## config.mk

```make
export PLATFORM = sky130hd
export DESIGN_NAME = hpb_config_header
export DESIGN_NICKNAME = d
export VERILOG_FILES = /design/src/design/hpb_pkg.sv /design/src/design/hpb_tenure_timer.sv /design/src/design/hpb_cycle_decode.sv /design/src/design/hpb_config_header.sv
export VERILOG_INCLUDE_DIRS = /design/src /design/src/design
export SDC_FILE = /design/constraint.sdc
export NUM_CORES = 1
export LEC_CHECK = 0
export BUFFER_PORTS_ARGS = -buffer_cell sky130_fd_sc_hd__clkbuf_2
export CAP_MARGIN = 20
export CELL_PAD_IN_SITES_DETAIL_PLACEMENT = 0
export CELL_PAD_IN_SITES_GLOBAL_PLACEMENT = 2
export CORE_ASPECT_RATIO = 0.8
export CORE_MARGIN = 4
export CORE_UTILIZATION = 30
export DETAILED_ROUTE_END_ITERATION = 6
export PLACE_DENSITY_LB_ADDON = 0.05
export SLEW_MARGIN = 20
export SYNTH_ARGS = -nofsm -noshare
export SYNTH_HDL_FRONTEND = slang
export SYNTH_SLANG_ARGS = --single-unit
```

## constraint.sdc

```tcl
create_clock -name clk_i -period 5.8 [get_ports clk_i]
set_clock_uncertainty 0.15 [all_clocks]
set_input_delay 0.58 -clock clk_i [delete_from_list [all_inputs] [get_ports clk_i]]
set_output_delay 0.58 -clock clk_i [all_outputs]
set_load 0.02 [all_outputs]
```

## src/design/hpb_consts.svh

```systemverilog
// Offsets, field positions, reset values and timing counts of the bridge
// configuration header. Definitions only; included by bare name.
`ifndef HPB_CONSTS_SVH
`define HPB_CONSTS_SVH

// Configuration offsets, one byte each.
`define HPB_OFF_REVISION 8'h08
`define HPB_OFF_SUBCLASS 8'h0a
`define HPB_OFF_BASECLASS 8'h0b
`define HPB_OFF_PRI_LAT 8'h0d
`define HPB_OFF_HEADER 8'h0e
`define HPB_OFF_UP_BUS 8'h18
`define HPB_OFF_DOWN_BUS 8'h19
`define HPB_OFF_SUB_BUS 8'h1a
`define HPB_OFF_SEC_LAT 8'h1b
`define HPB_OFF_IO_BASE 8'h1c
`define HPB_OFF_IO_LIMIT 8'h1d

// Fixed and reset values.
`define HPB_REVISION_DEFAULT 8'h00
`define HPB_SUBCLASS_VAL 8'h04
`define HPB_BASECLASS_VAL 8'h06
`define HPB_PRI_LAT_VAL 8'h00
`define HPB_HEADER_VAL 8'h01
`define HPB_UP_BUS_VAL 8'h00
`define HPB_DOWN_BUS_RST 8'h00
`define HPB_SUB_BUS_RST 8'h00
`define HPB_SEC_LAT_RST 5'h00
`define HPB_IO_BASE_RST 4'hf
`define HPB_IO_LIMIT_RST 4'h0

// Field positions.
`define HPB_LAT_MSB 7
`define HPB_LAT_LSB 3
`define HPB_IO_MSB 7
`define HPB_IO_LSB 4
`define HPB_IO_CAP_VAL 4'h0
`define HPB_IO_BASE_PAD 12'h000
`define HPB_IO_LIMIT_PAD 12'hfff

// Latency count unit in PCI clocks, as a shift of the count field.
`define HPB_TENURE_UNIT_CLKS 8
`define HPB_TENURE_SHIFT 3

`endif

```

## src/design/hpb_pkg.sv

```systemverilog
// Types shared by the bridge configuration header modules.
// Assumes hpb_consts.svh carries the numeric constants.
package hpb_pkg;

  typedef enum logic [1:0] {
    HPB_TMR_IDLE,
    HPB_TMR_COUNT,
    HPB_TMR_EXPIRED
  } hpb_tmr_state_t;

  typedef logic [7:0] hpb_byte_t;

endpackage

```

## src/design/hpb_tenure_timer.sv

```systemverilog
// Secondary-side master tenure counter of the bridge.
// Assumes frame_start_i pulses in the cycle the bridge asserts FRAME#
// after being granted, and frame_active_i is high while it holds FRAME#.
`timescale 1ns/1ns
`include "hpb_consts.svh"

module hpb_tenure_timer (
  // Clock and reset
  input wire logic clk_i,
  input wire logic reset_i,
  // Master cycle control
  input wire logic frame_start_i,
  input wire logic frame_active_i,
  input wire logic grant_i,
  input wire logic [4:0] latency_count_i,
  // Status
  output logic tenure_expired_o,
  output logic frame_release_o,
  output logic [7:0] tenure_counter_o
);

  hpb_pkg::hpb_tmr_state_t state;
  hpb_pkg::hpb_tmr_state_t next_state;
  logic [7:0] tenure_counter;
  logic [7:0] next_tenure_counter;
  logic [7:0] load_value;

  assign load_value = {latency_count_i, 3'h0};

  always_comb begin
    next_state = state;
    next_tenure_counter = tenure_counter;
    case (state)
      hpb_pkg::HPB_TMR_IDLE: begin
        if (frame_start_i) begin
          next_tenure_counter = load_value;
          next_state = (load_value == 8'h00) ? hpb_pkg::HPB_TMR_EXPIRED
                                             : hpb_pkg::HPB_TMR_COUNT;
        end
      end
      hpb_pkg::HPB_TMR_COUNT: begin
        if (!frame_active_i) begin
          next_state = hpb_pkg::HPB_TMR_IDLE;
        end else begin
          next_tenure_counter = tenure_counter - 8'h01;
          if (tenure_counter == 8'h01) begin
            next_state = hpb_pkg::HPB_TMR_EXPIRED;
          end
        end
      end
      hpb_pkg::HPB_TMR_EXPIRED: begin
        if (!frame_active_i) begin
          next_state = hpb_pkg::HPB_TMR_IDLE;
        end
      end
      default: begin
        next_state = hpb_pkg::HPB_TMR_IDLE;
      end
    endcase
  end

  always_ff @(posedge clk_i) begin
    if (reset_i) begin
      state <= hpb_pkg::HPB_TMR_IDLE;
      tenure_counter <= 8'h00;
    end else begin
      state <= next_state;
      tenure_counter <= next_tenure_counter;
    end
  end

  // With the grant still held the bridge keeps bursting past expiry.
  assign tenure_expired_o = (state == hpb_pkg::HPB_TMR_EXPIRED);
  assign frame_release_o = tenure_expired_o && frame_active_i && !grant_i;
  assign tenure_counter_o = tenure_counter;

endmodule

```

## src/design/hpb_cycle_decode.sv

```systemverilog
// Registered decode of hub configuration and I/O cycles against the
// bus numbers and I/O window held in the configuration header.
// Assumes requests are single-cycle valid pulses on the bridge clock.
`timescale 1ns/1ns
`include "hpb_consts.svh"

module hpb_cycle_decode (
  // Clock and reset
  input wire logic clk_i,
  input wire logic reset_i,
  // Header state
  input wire logic [7:0] downstream_bus_i,
  input wire logic [7:0] subordinate_bus_i,
  input wire logic [15:0] io_window_lo_i,
  input wire logic [15:0] io_window_hi_i,
  // Hub configuration cycle
  input wire logic cfg_cycle_valid_i,
  input wire logic [7:0] cfg_cycle_bus_i,
  // Hub I/O cycle
  input wire logic io_cycle_valid_i,
  input wire logic [15:0] io_cycle_addr_i,
  // Decode results
  output logic cfg_result_valid_o,
  output logic cfg_as_type0_o,
  output logic cfg_as_type1_o,
  output logic cfg_master_abort_o,
  output logic io_result_valid_o,
  output logic io_forward_o
);

  // Inclusive range check shared by bus and I/O decode.
  function automatic logic in_range(input logic [15:0] v, input logic [15:0] lo,
                                    input logic [15:0] hi);
    in_range = (v >= lo) && (v <= hi);
  endfunction

  logic next_cfg_valid;
  logic next_type0;
  logic next_type1;
  logic next_abort;
  logic next_io_valid;
  logic next_io_forward;
  logic bus_hit;

  always_comb begin
    bus_hit = in_range({8'h00, cfg_cycle_bus_i}, {8'h00, downstream_bus_i},
                       {8'h00, subordinate_bus_i});
    next_cfg_valid = cfg_cycle_valid_i;
    next_type0 = 1'b0;
    next_type1 = 1'b0;
    next_abort = 1'b0;
    if (cfg_cycle_valid_i) begin
      if (!bus_hit) begin
        next_abort = 1'b1;
      end else if (cfg_cycle_bus_i == downstream_bus_i &&
                   downstream_bus_i != `HPB_UP_BUS_VAL) begin
        next_type0 = 1'b1;
      end else begin
        next_type1 = 1'b1;
      end
    end
    next_io_valid = io_cycle_valid_i;
    next_io_forward = io_cycle_valid_i &&
                      in_range(io_cycle_addr_i, io_window_lo_i, io_window_hi_i);
  end

  always_ff @(posedge clk_i) begin
    if (reset_i) begin
      cfg_result_valid_o <= 1'b0;
      cfg_as_type0_o <= 1'b0;
      cfg_as_type1_o <= 1'b0;
      cfg_master_abort_o <= 1'b0;
      io_result_valid_o <= 1'b0;
      io_forward_o <= 1'b0;
    end else begin
      cfg_result_valid_o <= next_cfg_valid;
      cfg_as_type0_o <= next_type0;
      cfg_as_type1_o <= next_type1;
      cfg_master_abort_o <= next_abort;
      io_result_valid_o <= next_io_valid;
      io_forward_o <= next_io_forward;
    end
  end

endmodule

```

## src/design/hpb_config_header.sv

```systemverilog
// Configuration header of the hub-to-PCI bridge function: identity and
// class bytes, bus numbering, secondary latency timer and I/O window.
// Assumes configuration accesses arrive as byte requests from the hub
// interface logic on the same clock, and that the PCI master engine
// reports its frame activity on that clock as well.
//
// Summary of operation
// Revision byte is read-only, set by parameter.
// Sub-class byte reads fixed PCI-to-PCI bridge code.
// Base class byte reads fixed bridge code.
// Primary latency timer reads zero always.
// Header type reads single-function bridge layout.
// Primary bus number hardwired to zero.
// Secondary bus writable; equal to primary gives Type 1.
// Subordinate writable; out-of-range Type 1 master-aborts.
// Load tenure counter at FRAME# start, count down.
// Expiry without grant releases FRAME#; else continue.
// Latency count bits 7:3, eight-clock units.
// I/O base bits 7:4, low bits zero.
// I/O limit bits 7:4, low bits ones.
// I/O capability nibbles read zero, 16-bit only.
// Hub I/O within padded window is forwarded.
// Writes to read-only fields are ignored.
`timescale 1ns/1ns
`include "hpb_consts.svh"

module hpb_config_header #(
  // Revision of the bridge function; the value is arbitrary.
  parameter logic [7:0] REVISION_CODE = `HPB_REVISION_DEFAULT
) (
  // Clock and reset
  input wire logic clk_i,
  input wire logic reset_i,
  // Configuration access from the hub interface
  input wire logic cfg_valid_i,
  input wire logic cfg_write_i,
  input wire logic [7:0] cfg_offset_i,
  input wire logic [7:0] cfg_wdata_i,
  output logic cfg_done_o,
  output logic [7:0] cfg_rdata_o,
  // Hub configuration cycle to decode
  input wire logic hub_cfg_valid_i,
  input wire logic [7:0] hub_cfg_bus_i,
  output logic hub_cfg_result_o,
  output logic hub_cfg_type0_o,
  output logic hub_cfg_type1_o,
  output logic hub_cfg_abort_o,
  // Hub I/O cycle to decode
  input wire logic hub_io_valid_i,
  input wire logic [15:0] hub_io_addr_i,
  output logic hub_io_result_o,
  output logic hub_io_forward_o,
  // Secondary PCI master tenure
  input wire logic frame_start_i,
  input wire logic frame_active_i,
  input wire logic grant_i,
  output logic tenure_expired_o,
  output logic frame_release_o,
  // Header state for the forwarding logic
  output logic [7:0] downstream_bus_number_o,
  output logic [7:0] highest_bus_below_o,
  output logic [15:0] io_window_lo_o,
  output logic [15:0] io_window_hi_o
);

  // ------------------------------------------------------------------
  // Register state
  // ------------------------------------------------------------------

  logic [7:0] downstream_bus_number;
  logic [7:0] highest_bus_below;
  logic [4:0] latency_count;
  logic [3:0] io_base_hi;
  logic [3:0] io_limit_hi;
  logic [7:0] next_downstream_bus_number;
  logic [7:0] next_highest_bus_below;
  logic [4:0] next_latency_count;
  logic [3:0] next_io_base_hi;
  logic [3:0] next_io_limit_hi;

  logic cfg_done;
  logic [7:0] cfg_rdata;
  logic next_cfg_done;
  logic [7:0] next_cfg_rdata;

  logic wr_en;
  logic rd_en;

  assign wr_en = cfg_valid_i && cfg_write_i;
  assign rd_en = cfg_valid_i && !cfg_write_i;

  // ------------------------------------------------------------------
  // Register images
  // ------------------------------------------------------------------

  // Full byte as software sees it; unmapped offsets read zero.
  function automatic logic [7:0] read_image(input logic [7:0] off,
                                            input logic [7:0] rev,
                                            input logic [7:0] dbus,
                                            input logic [7:0] sbus,
                                            input logic [4:0] lat,
                                            input logic [3:0] base,
                                            input logic [3:0] limit);
    case (off)
      `HPB_OFF_REVISION: read_image = rev;
      `HPB_OFF_SUBCLASS: read_image = `HPB_SUBCLASS_VAL;
      `HPB_OFF_BASECLASS: read_image = `HPB_BASECLASS_VAL;
      `HPB_OFF_PRI_LAT: read_image = `HPB_PRI_LAT_VAL;
      `HPB_OFF_HEADER: read_image = `HPB_HEADER_VAL;
      `HPB_OFF_UP_BUS: read_image = `HPB_UP_BUS_VAL;
      `HPB_OFF_DOWN_BUS: read_image = dbus;
      `HPB_OFF_SUB_BUS: read_image = sbus;
      `HPB_OFF_SEC_LAT: read_image = {lat, 3'h0};
      `HPB_OFF_IO_BASE: read_image = {base, `HPB_IO_CAP_VAL};
      `HPB_OFF_IO_LIMIT: read_image = {limit, `HPB_IO_CAP_VAL};
      default: read_image = 8'h00;
    endcase
  endfunction

  // ------------------------------------------------------------------
  // Configuration write path
  // ------------------------------------------------------------------

  // Only the writable fields have storage, so a write to any fixed byte,
  // reserved bit or capability nibble has nothing to land in.
  always_comb begin
    next_downstream_bus_number = downstream_bus_number;
    next_highest_bus_below = highest_bus_below;
    next_latency_count = latency_count;
    next_io_base_hi = io_base_hi;
    next_io_limit_hi = io_limit_hi;
    if (wr_en) begin
      case (cfg_offset_i)
        `HPB_OFF_DOWN_BUS: begin
          next_downstream_bus_number = cfg_wdata_i;
        end
        `HPB_OFF_SUB_BUS: begin
          next_highest_bus_below = cfg_wdata_i;
        end
        `HPB_OFF_SEC_LAT: begin
          next_latency_count = cfg_wdata_i[`HPB_LAT_MSB:`HPB_LAT_LSB];
        end
        `HPB_OFF_IO_BASE: begin
          next_io_base_hi = cfg_wdata_i[`HPB_IO_MSB:`HPB_IO_LSB];
        end
        `HPB_OFF_IO_LIMIT: begin
          next_io_limit_hi = cfg_wdata_i[`HPB_IO_MSB:`HPB_IO_LSB];
        end
        default: begin
          next_io_limit_hi = io_limit_hi;
        end
      endcase
    end
  end

  always_ff @(posedge clk_i) begin
    if (reset_i) begin
      downstream_bus_number <= `HPB_DOWN_BUS_RST;
      highest_bus_below <= `HPB_SUB_BUS_RST;
      latency_count <= `HPB_SEC_LAT_RST;
      io_base_hi <= `HPB_IO_BASE_RST;
      io_limit_hi <= `HPB_IO_LIMIT_RST;
    end else begin
      downstream_bus_number <= next_downstream_bus_number;
      highest_bus_below <= next_highest_bus_below;
      latency_count <= next_latency_count;
      io_base_hi <= next_io_base_hi;
      io_limit_hi <= next_io_limit_hi;
    end
  end

  // ------------------------------------------------------------------
  // Configuration read path and completion
  // ------------------------------------------------------------------

  // Read data holds its last value between reads so the hub side may
  // sample it any time after the completion pulse.
  always_comb begin
    next_cfg_done = cfg_valid_i;
    next_cfg_rdata = cfg_rdata;
    if (rd_en) begin
      next_cfg_rdata = read_image(cfg_offset_i, REVISION_CODE,
                                  downstream_bus_number, highest_bus_below,
                                  latency_count, io_base_hi,
                                  io_limit_hi);
    end
  end

  always_ff @(posedge clk_i) begin
    if (reset_i) begin
      cfg_done <= 1'b0;
      cfg_rdata <= 8'h00;
    end else begin
      cfg_done <= next_cfg_done;
      cfg_rdata <= next_cfg_rdata;
    end
  end

  assign cfg_done_o = cfg_done;
  assign cfg_rdata_o = cfg_rdata;

  // ------------------------------------------------------------------
  // Window and bus numbers seen by the forwarding logic
  // ------------------------------------------------------------------

  logic [15:0] io_window_lo;
  logic [15:0] io_window_hi;

  assign io_window_lo = {io_base_hi, `HPB_IO_BASE_PAD};
  assign io_window_hi = {io_limit_hi, `HPB_IO_LIMIT_PAD};

  assign downstream_bus_number_o = downstream_bus_number;
  assign highest_bus_below_o = highest_bus_below;
  assign io_window_lo_o = io_window_lo;
  assign io_window_hi_o = io_window_hi;

  // ------------------------------------------------------------------
  // Cycle decode
  // ------------------------------------------------------------------

  // A base above the limit leaves the window empty, which is how
  // software turns I/O forwarding off.
  hpb_cycle_decode u_decode (
    .clk_i(clk_i),
    .reset_i(reset_i),
    .downstream_bus_i(downstream_bus_number),
    .subordinate_bus_i(highest_bus_below),
    .io_window_lo_i(io_window_lo),
    .io_window_hi_i(io_window_hi),
    .cfg_cycle_valid_i(hub_cfg_valid_i),
    .cfg_cycle_bus_i(hub_cfg_bus_i),
    .io_cycle_valid_i(hub_io_valid_i),
    .io_cycle_addr_i(hub_io_addr_i),
    .cfg_result_valid_o(hub_cfg_result_o),
    .cfg_as_type0_o(hub_cfg_type0_o),
    .cfg_as_type1_o(hub_cfg_type1_o),
    .cfg_master_abort_o(hub_cfg_abort_o),
    .io_result_valid_o(hub_io_result_o),
    .io_forward_o(hub_io_forward_o)
  );

  // ------------------------------------------------------------------
  // Secondary master tenure
  // ------------------------------------------------------------------

  // A count of zero expires at once, so the bridge gives up the bus on
  // the first clock after losing the grant.
  hpb_tenure_timer u_tenure (
    .clk_i(clk_i),
    .reset_i(reset_i),
    .frame_start_i(frame_start_i),
    .frame_active_i(frame_active_i),
    .grant_i(grant_i),
    .latency_count_i(latency_count),
    .tenure_expired_o(tenure_expired_o),
    .frame_release_o(frame_release_o),
    .tenure_counter_o()
  );

endmodule

```

==> results of run 1 <==
[kinds of logic (layout without fill, tap and decap cells)]
logic type | Yosys count | count (layout) | share of synthesized area
XOR/XNOR | 1 | 1 | 0.00265
AND/OR/NAND/NOR | 143 | 143 | 0.226
AO/OA/AOI/OAI | 85 | 85 | 0.168
flip-flops | 54 | 54 | 0.327
buffers and inverters | 69 | 128 | 0.109
adder cells (fa/ha/maj) | 26 | 26 | 0.0983
multiplexers | 22 | 22 | 0.0665
other | 2 | 24 | 0.00227
[power by group through the flow]
stage / logic, µW / clock network (µW) / registers [µW]
after floorplan: 76.8 / 0 / 388
after global placement: 105 / 0 / 387
after detailed placement: 106 / 0 / 387
after CTS: 106 / 300 / 378
after global routing: 118 / 316 / 379
final: 105 / 284 / 378
[sequential cells by signal, summed over array words and instances, names as in the netlist]
name,flops
u_decode.cfg_result_valid_o,1
cfg_done_o,1
cfg_rdata_o,8
u_tenure.tenure_counter_o,8
u_decode.io_forward_o,1
io_limit_hi,4
highest_bus_below_o,8
downstream_bus_number_o,8
u_decode.io_result_valid_o,1
u_decode.cfg_master_abort_o,1
u_decode.cfg_as_type1_o,1
u_tenure.state,2
latency_count,5
io_base_hi,4
u_decode.cfg_as_type0_o,1
[synthesized netlist by cell type (7+ instances only)]
cell type	n
inv_1	31
nand2_1	40
mux2i_1	22
o21ai_0	16
buf_4	25
nor2b_1	7
nand2b_1	7
dfxtp_1	54
nor4_1	7
ha_1	26
nor2_1	37
clkbuf_1	11
nand4_1	10
nor3_1	8
a21oi_1	25
[final cells by class]
type | count | area (µm²) | area share
clock buffers | 7 | 133 | 0.0339
inverters | 31 | 116 | 0.0297
multi-input cells | 301 | 1950 | 0.498
flip-flops and latches | 54 | 1080 | 0.276
well taps | 144 | 180 | 0.0460
repair buffers | 90 | 453 | 0.116
[worst max-delay path, cell delays in order]
cell      delay [ns]
clkbuf_2        0.30
nor2b_1         0.42
and3b_1         0.31
nand4_2         0.38
mux2i_1         0.27
nor2_1          0.06
[cells in the final DEF (no fill, tap or decap), types with 3 or more instances in the layout]
master	instances
nand2_1	40
or3_1	3
nand3_1	5
a31oi_1	3
dfxtp_1	54
a21o_1	6
nor2_1	37
o21ai_0	16
clkbuf_2	89
and3_1	3
conb_1	24
nand4_1	10
and4_1	3
nor4_1	7
a22o_1	3
ha_1	26
o211ai_1	4
nor2b_1	7
o21a_1	4
o22a_1	3
a211oi_1	3
mux2i_1	22
inv_1	31
clkbuf_16	5
a21oi_1	25
a22oi_1	6
nand2b_1	7
nor3_1	8
[metrics by stage]
step                       util  instances  hold slack [ns]  power [µW]
after detailed placement  0.349        620            0.294         492
after global routing      0.361        627            0.348         813
after CTS                 0.361        627            0.311         784
after floorplan               -        424            0.307         464
after global placement    0.349        620            0.287         492
final                     0.361        627            0.301         768
[path summary, 6_finish.rpt]
kind	slack [ns]	to	startpoint
worst max-delay path	3.49	highest_bus_below_o[6]	cfg_offset_i[1]
worst min-delay path	0.30	cfg_rdata_o[2]	cfg_rdata_o[2]
worst max register to register	3.67	u_decode.cfg_master_abort_o	downstream_bus_number_o[3]
worst min register to register	0.30	cfg_rdata_o[2]	cfg_rdata_o[2]
[metal layers]
| layer | vias to the layer above | track usage |
|---|---|---|
| li1 | 1539 | - |
| met1 | 1334 | 0.230 |
| met2 | 96 | 0.208 |
| met3 | 6 | 0.0340 |
| met4 | 0 | 0.0350 |
| met5 | - | 0 |
==> results.cfg, run 1 <==
[power]
power.switching_uw = 199
seqPwrFrac = 0.493
p_leak_uw = 0.00183
p_comb_frac = 0.137
p_clk_frac = 0.370
p_per_area_nw_per_um2 = 196
max-vdd-ir-drop_mv = 0.0779
swShare = 0.259
p_int_uw = 569

[floorplanning]
die-width_um = 125
io_pins = 114
initial_core_util = 0.305
rows = 34
die_area_um2 = 12800
core_area_um2 = 10800
die_h_um = 102

[synth]
syn_area_per_cell_um2 = 8.24
netlist.top_cell.by_area = dfxtp_1
ys_warn_count = 0
synth_edf_count = 0
yosysTopAreaCellShare = 0.327
postSynthCellCount = 402
yosysUniqueCellTypes = 50
ys_seq_area_frac = 0.327
synth_flop_cell = dfxtp_1
async_flop_share = 0
synth_area_um2 = 3310
synth.area.top_cells = dfxtp_1 33%, ha_1 9.8%, mux2i_1 6.7%
synth_seq_cells = 54

[clocking]
cts_buffers = 5
insertion_delay_ns = 0.29
post_cts_resized = 0
cts_sinks = 54
hold_buffers = 0
cts_tree = yes
post_cts_buffers = 0
clock-root-buffer = clkbuf_16
h-tree-depth = 2
path_clk_slew_ns = 0.06
clk_path_buf_depth = 2

[setup_path]
cp.arrival_ns = 2.32
startpoint_type = input pin
critPathRequiredTime_ns = 5.81
path_class = input pin to flip-flop
crit_fanout = 12
endpoint_kind = flip-flop
r2r_cells = 7

[global_route]
antenna_found_initial = 0
overflow = 0
grt.total_usage = 0.149
grt_pass1_wl_mm = 15.2
grt_pass1_vias = 2844
grt_max_degree = 40

[detailed_routing]
drtIter0Drc = 146
firstDrtPassIters = 4
highest_layer = met4
wl_met1_mm = 5.20
dr_wl_met3_um = 618
wl_per_cell_um = 15.2
viasPerCell = 4.74
drtAntennaViolNets = 0
drc_errors = 0
wl_mm = 9.55
vias = 2975
wl_met2_mm = 3.68

[min_path]
hold_path_class = flip-flop to flip-flop
holdPathStages = 2

[layout]
fill_cells = 1191
antennaDiodeCount = 0
design_area_um2 = 3910
nets = 558
drive_gt1_frac = 0.211
syn_to_final_growth_pct = 18.2

[sta]
period_needed_ns = 2.31
finalCritPeriodShare = 0.398
fin_tns_setup_ns = 0
max_slew.worst_pin.slew_ns = 0.629
maxSlewHeadroom = 0.581
hold_viol = 0
finalSetupViolCount = 0
rsz0062_at_grt = false
clock.fmax_mhz = 433
setup_slack_ns = 3.49
drv_slew = 0

[place]
preCtsSetupSlack_ns = 3.19
place_area_um2 = 3780
dp_hpwl_mm = 7.80
gp_congestion = 0.769
io_buffers = 89

[run]
drv_cap = 0

[outcome]
status = completed
No activity file was read; power rests on OpenSTA's default activity.
==> inputs of run 2 (changes only) <==
Settings changed: CORE_UTILIZATION 30 to 25.
Clock period 5.8 ns to 2 ns, I/O delays scaled along.
==> run 2 against run 1 <==
  * Critical path depth increased by 1
  * Sequential share of layout area decreased by 2.1 points
  * Total power increased to 3.0 times the previous value
  * Wire length increased by 11%
  * Register-to-register slack got worse by 3.6 ns
  * First-iteration DRC count decreased by 4.1%
  * Critical path type is now flip-flop to flip-flop
  * Largest power group unchanged
  * Die area increased by 19%
  * Highest routed layer unchanged
==> results.cfg, run 2 (synthesized netlist as in run 1, its figures left out) <==
[outcome]
status = completed

[floorplanning]
die-width_um = 137
core_area_um2 = 12900
die_area_um2 = 15200
die_h_um = 111
io_pins = 114
initial_core_util = 0.256
rows = 37

[layout]
fill_cells = 1388
syn_to_final_growth_pct = 28.6
final_cell_mix = 89 x clkbuf_2, 50 x dfxtp_1, 40 x nand2_1
drive_gt1_frac = 0.275
ff_latch_area_um2 = 1090
antennaDiodeCount = 0
layout_commonest_cell = clkbuf_2
layout.cells.non_filler = 688
multi_input_area_um2 = 2000
nets = 587

[global_route]
antenna_found_initial = 0
grt.total_usage = 0.143
grt_max_degree = 38
overflow = 0
grt_pass1_vias = 3097
grt_pass1_wl_mm = 17.1

[setup_path]
crit_chain = inv_1 -> ha_4 -> and3_4 -> a221o_1 -> a221oi_2 -> a211o_1 -> and2_1
endpoint_kind = flip-flop
startpoint_type = flip-flop
critPathRequiredTime_ns = 2.09
cp_slowest_cell = a221o_1
crit_fanout = 3
cpPeakStageDelay_ns = 0.36
cp.arrival_ns = 1.99
path_class = flip-flop to flip-flop

[place]
io_buffers = 89
place_inst = 678
gp_congestion = 0.835
preCtsSetupSlack_ns = -0.130
dp_hpwl_mm = 8.64

[sta]
max_slew.worst_pin.slew_ns = 0.721
finalCritPeriodShare = 0.949
hold_viol = 0
period_needed_ns = 1.90
fin_tns_setup_ns = 0
setup_slack_ns = 0.102
clock.fmax_mhz = 527
drv_slew = 0
finalSetupViolCount = 0
rsz0062_at_grt = false
maxSlewHeadroom = 0.507

[detailed_routing]
wl_per_cell_um = 15.4
viasPerCell = 4.50
wl_mm = 10.6
firstDrtPassIters = 4
drtAntennaViolNets = 0
drc_errors = 0
drtIter0Drc = 140
vias = 3096

[clocking]
path_clk_slew_ns = 0.07
clk_path_buf_depth = 2
clock-root-buffer = clkbuf_16
cts_buffers = 5
insertion_delay_ns = 0.29
cts_tree = yes
h-tree-depth = 2
cts_sinks = 54

[min_path]
hold_path_class = input pin to flip-flop

[power]
p_per_area_nw_per_um2 = 547
max-vdd-ir-drop_mv = 0.334
p_leak_uw = 0.00200

[run]
drv_cap = 0
run 2: changes by cell type in the layout (fill, tap and decap cells not counted), moves of 2 or more:
cell / delta
dlygate4sd3_1: +2
ha_4: +3
dfxtp_1: -4
ha_1: -3
dfxtp_2: +4
buf_4: +26
run 2: critical path, delay by kind of cell, from the launching register on:
| family | cells | cell delay (ns) |
|---|---|---|
| AND/OR/NAND/NOR | 2 | 0.31 |
| adder cells (fa/ha/maj) | 1 | 0.20 |
| buffers and inverters | 1 | 0.08 |
| AO/OA/AOI/OAI | 3 | 0.79 |
| flip-flops | 1 | 0.32 |
run 2: per-stage QoR:
| step | hold WS, ns | util | instance area [µm²] | power, µW |
|---|---|---|---|---|
| 6_report | 0.0157 | 0.330 | 4260 | 2330 |
| 5_1_grt | 0.0205 | 0.330 | 4260 | 2460 |
| 4_1_cts | 0.00153 | 0.326 | 4210 | 2380 |
| 3_5_place_dp | 0.290 | 0.313 | 4040 | 1440 |
| 3_3_place_gp | 0.291 | 0.313 | 4040 | 1440 |
| 2_1_floorplan | 0.133 | - | 3400 | 1350 |
run 2: area by class of cell:
type / count / share of cell area
clock buffers: 7 / 0.0335
repair buffers: 119 / 0.162
multi-input cells: 301 / 0.470
inverters: 31 / 0.0273
flip-flops and latches: 54 / 0.255
clock inverters: 1 / 0.00118
well taps: 175 / 0.0514
run 2: worst paths after layout:
path | from | slack (ns) | end | cells after the start
setup / recovery | downstream_bus_number_o[2] | 0.10 | u_decode.cfg_master_abort_o | 7
hold / removal | hub_cfg_valid_i | 0.02 | u_decode.cfg_result_valid_o | 3
setup reg to reg | downstream_bus_number_o[2] | 0.10 | u_decode.cfg_master_abort_o | 7
hold reg to reg | cfg_rdata_o[7] | 0.30 | cfg_rdata_o[7] | 1
run 2: where the power goes:
group          switching [µW]  total [µW]  internal [µW]
Sequential               9.83        1100           1090
Clock                     400         898            498
Combinational             212         333            121
Total                     621        2330           1710
run 2: per-layer routing:
layer | vias to the layer above | part of all wire | GRT usage
li1 | 1599 | - | -
met1 | 1397 | 0.54 | 0.229
met2 | 93 | 0.39 | 0.192
met3 | 7 | 0.056 | 0.0299
met4 | 0 | 0.0087 | 0.0302
met5 | - | 0 | 0
run 2: repair_timing:
action	in CTS	in global routing
resized for setup	0	7
buffers inserted	0	0
pin swaps	1	7
endpoints found under the setup margin	1	3
endpoints found under the hold margin	2	0
hold buffers	2	0
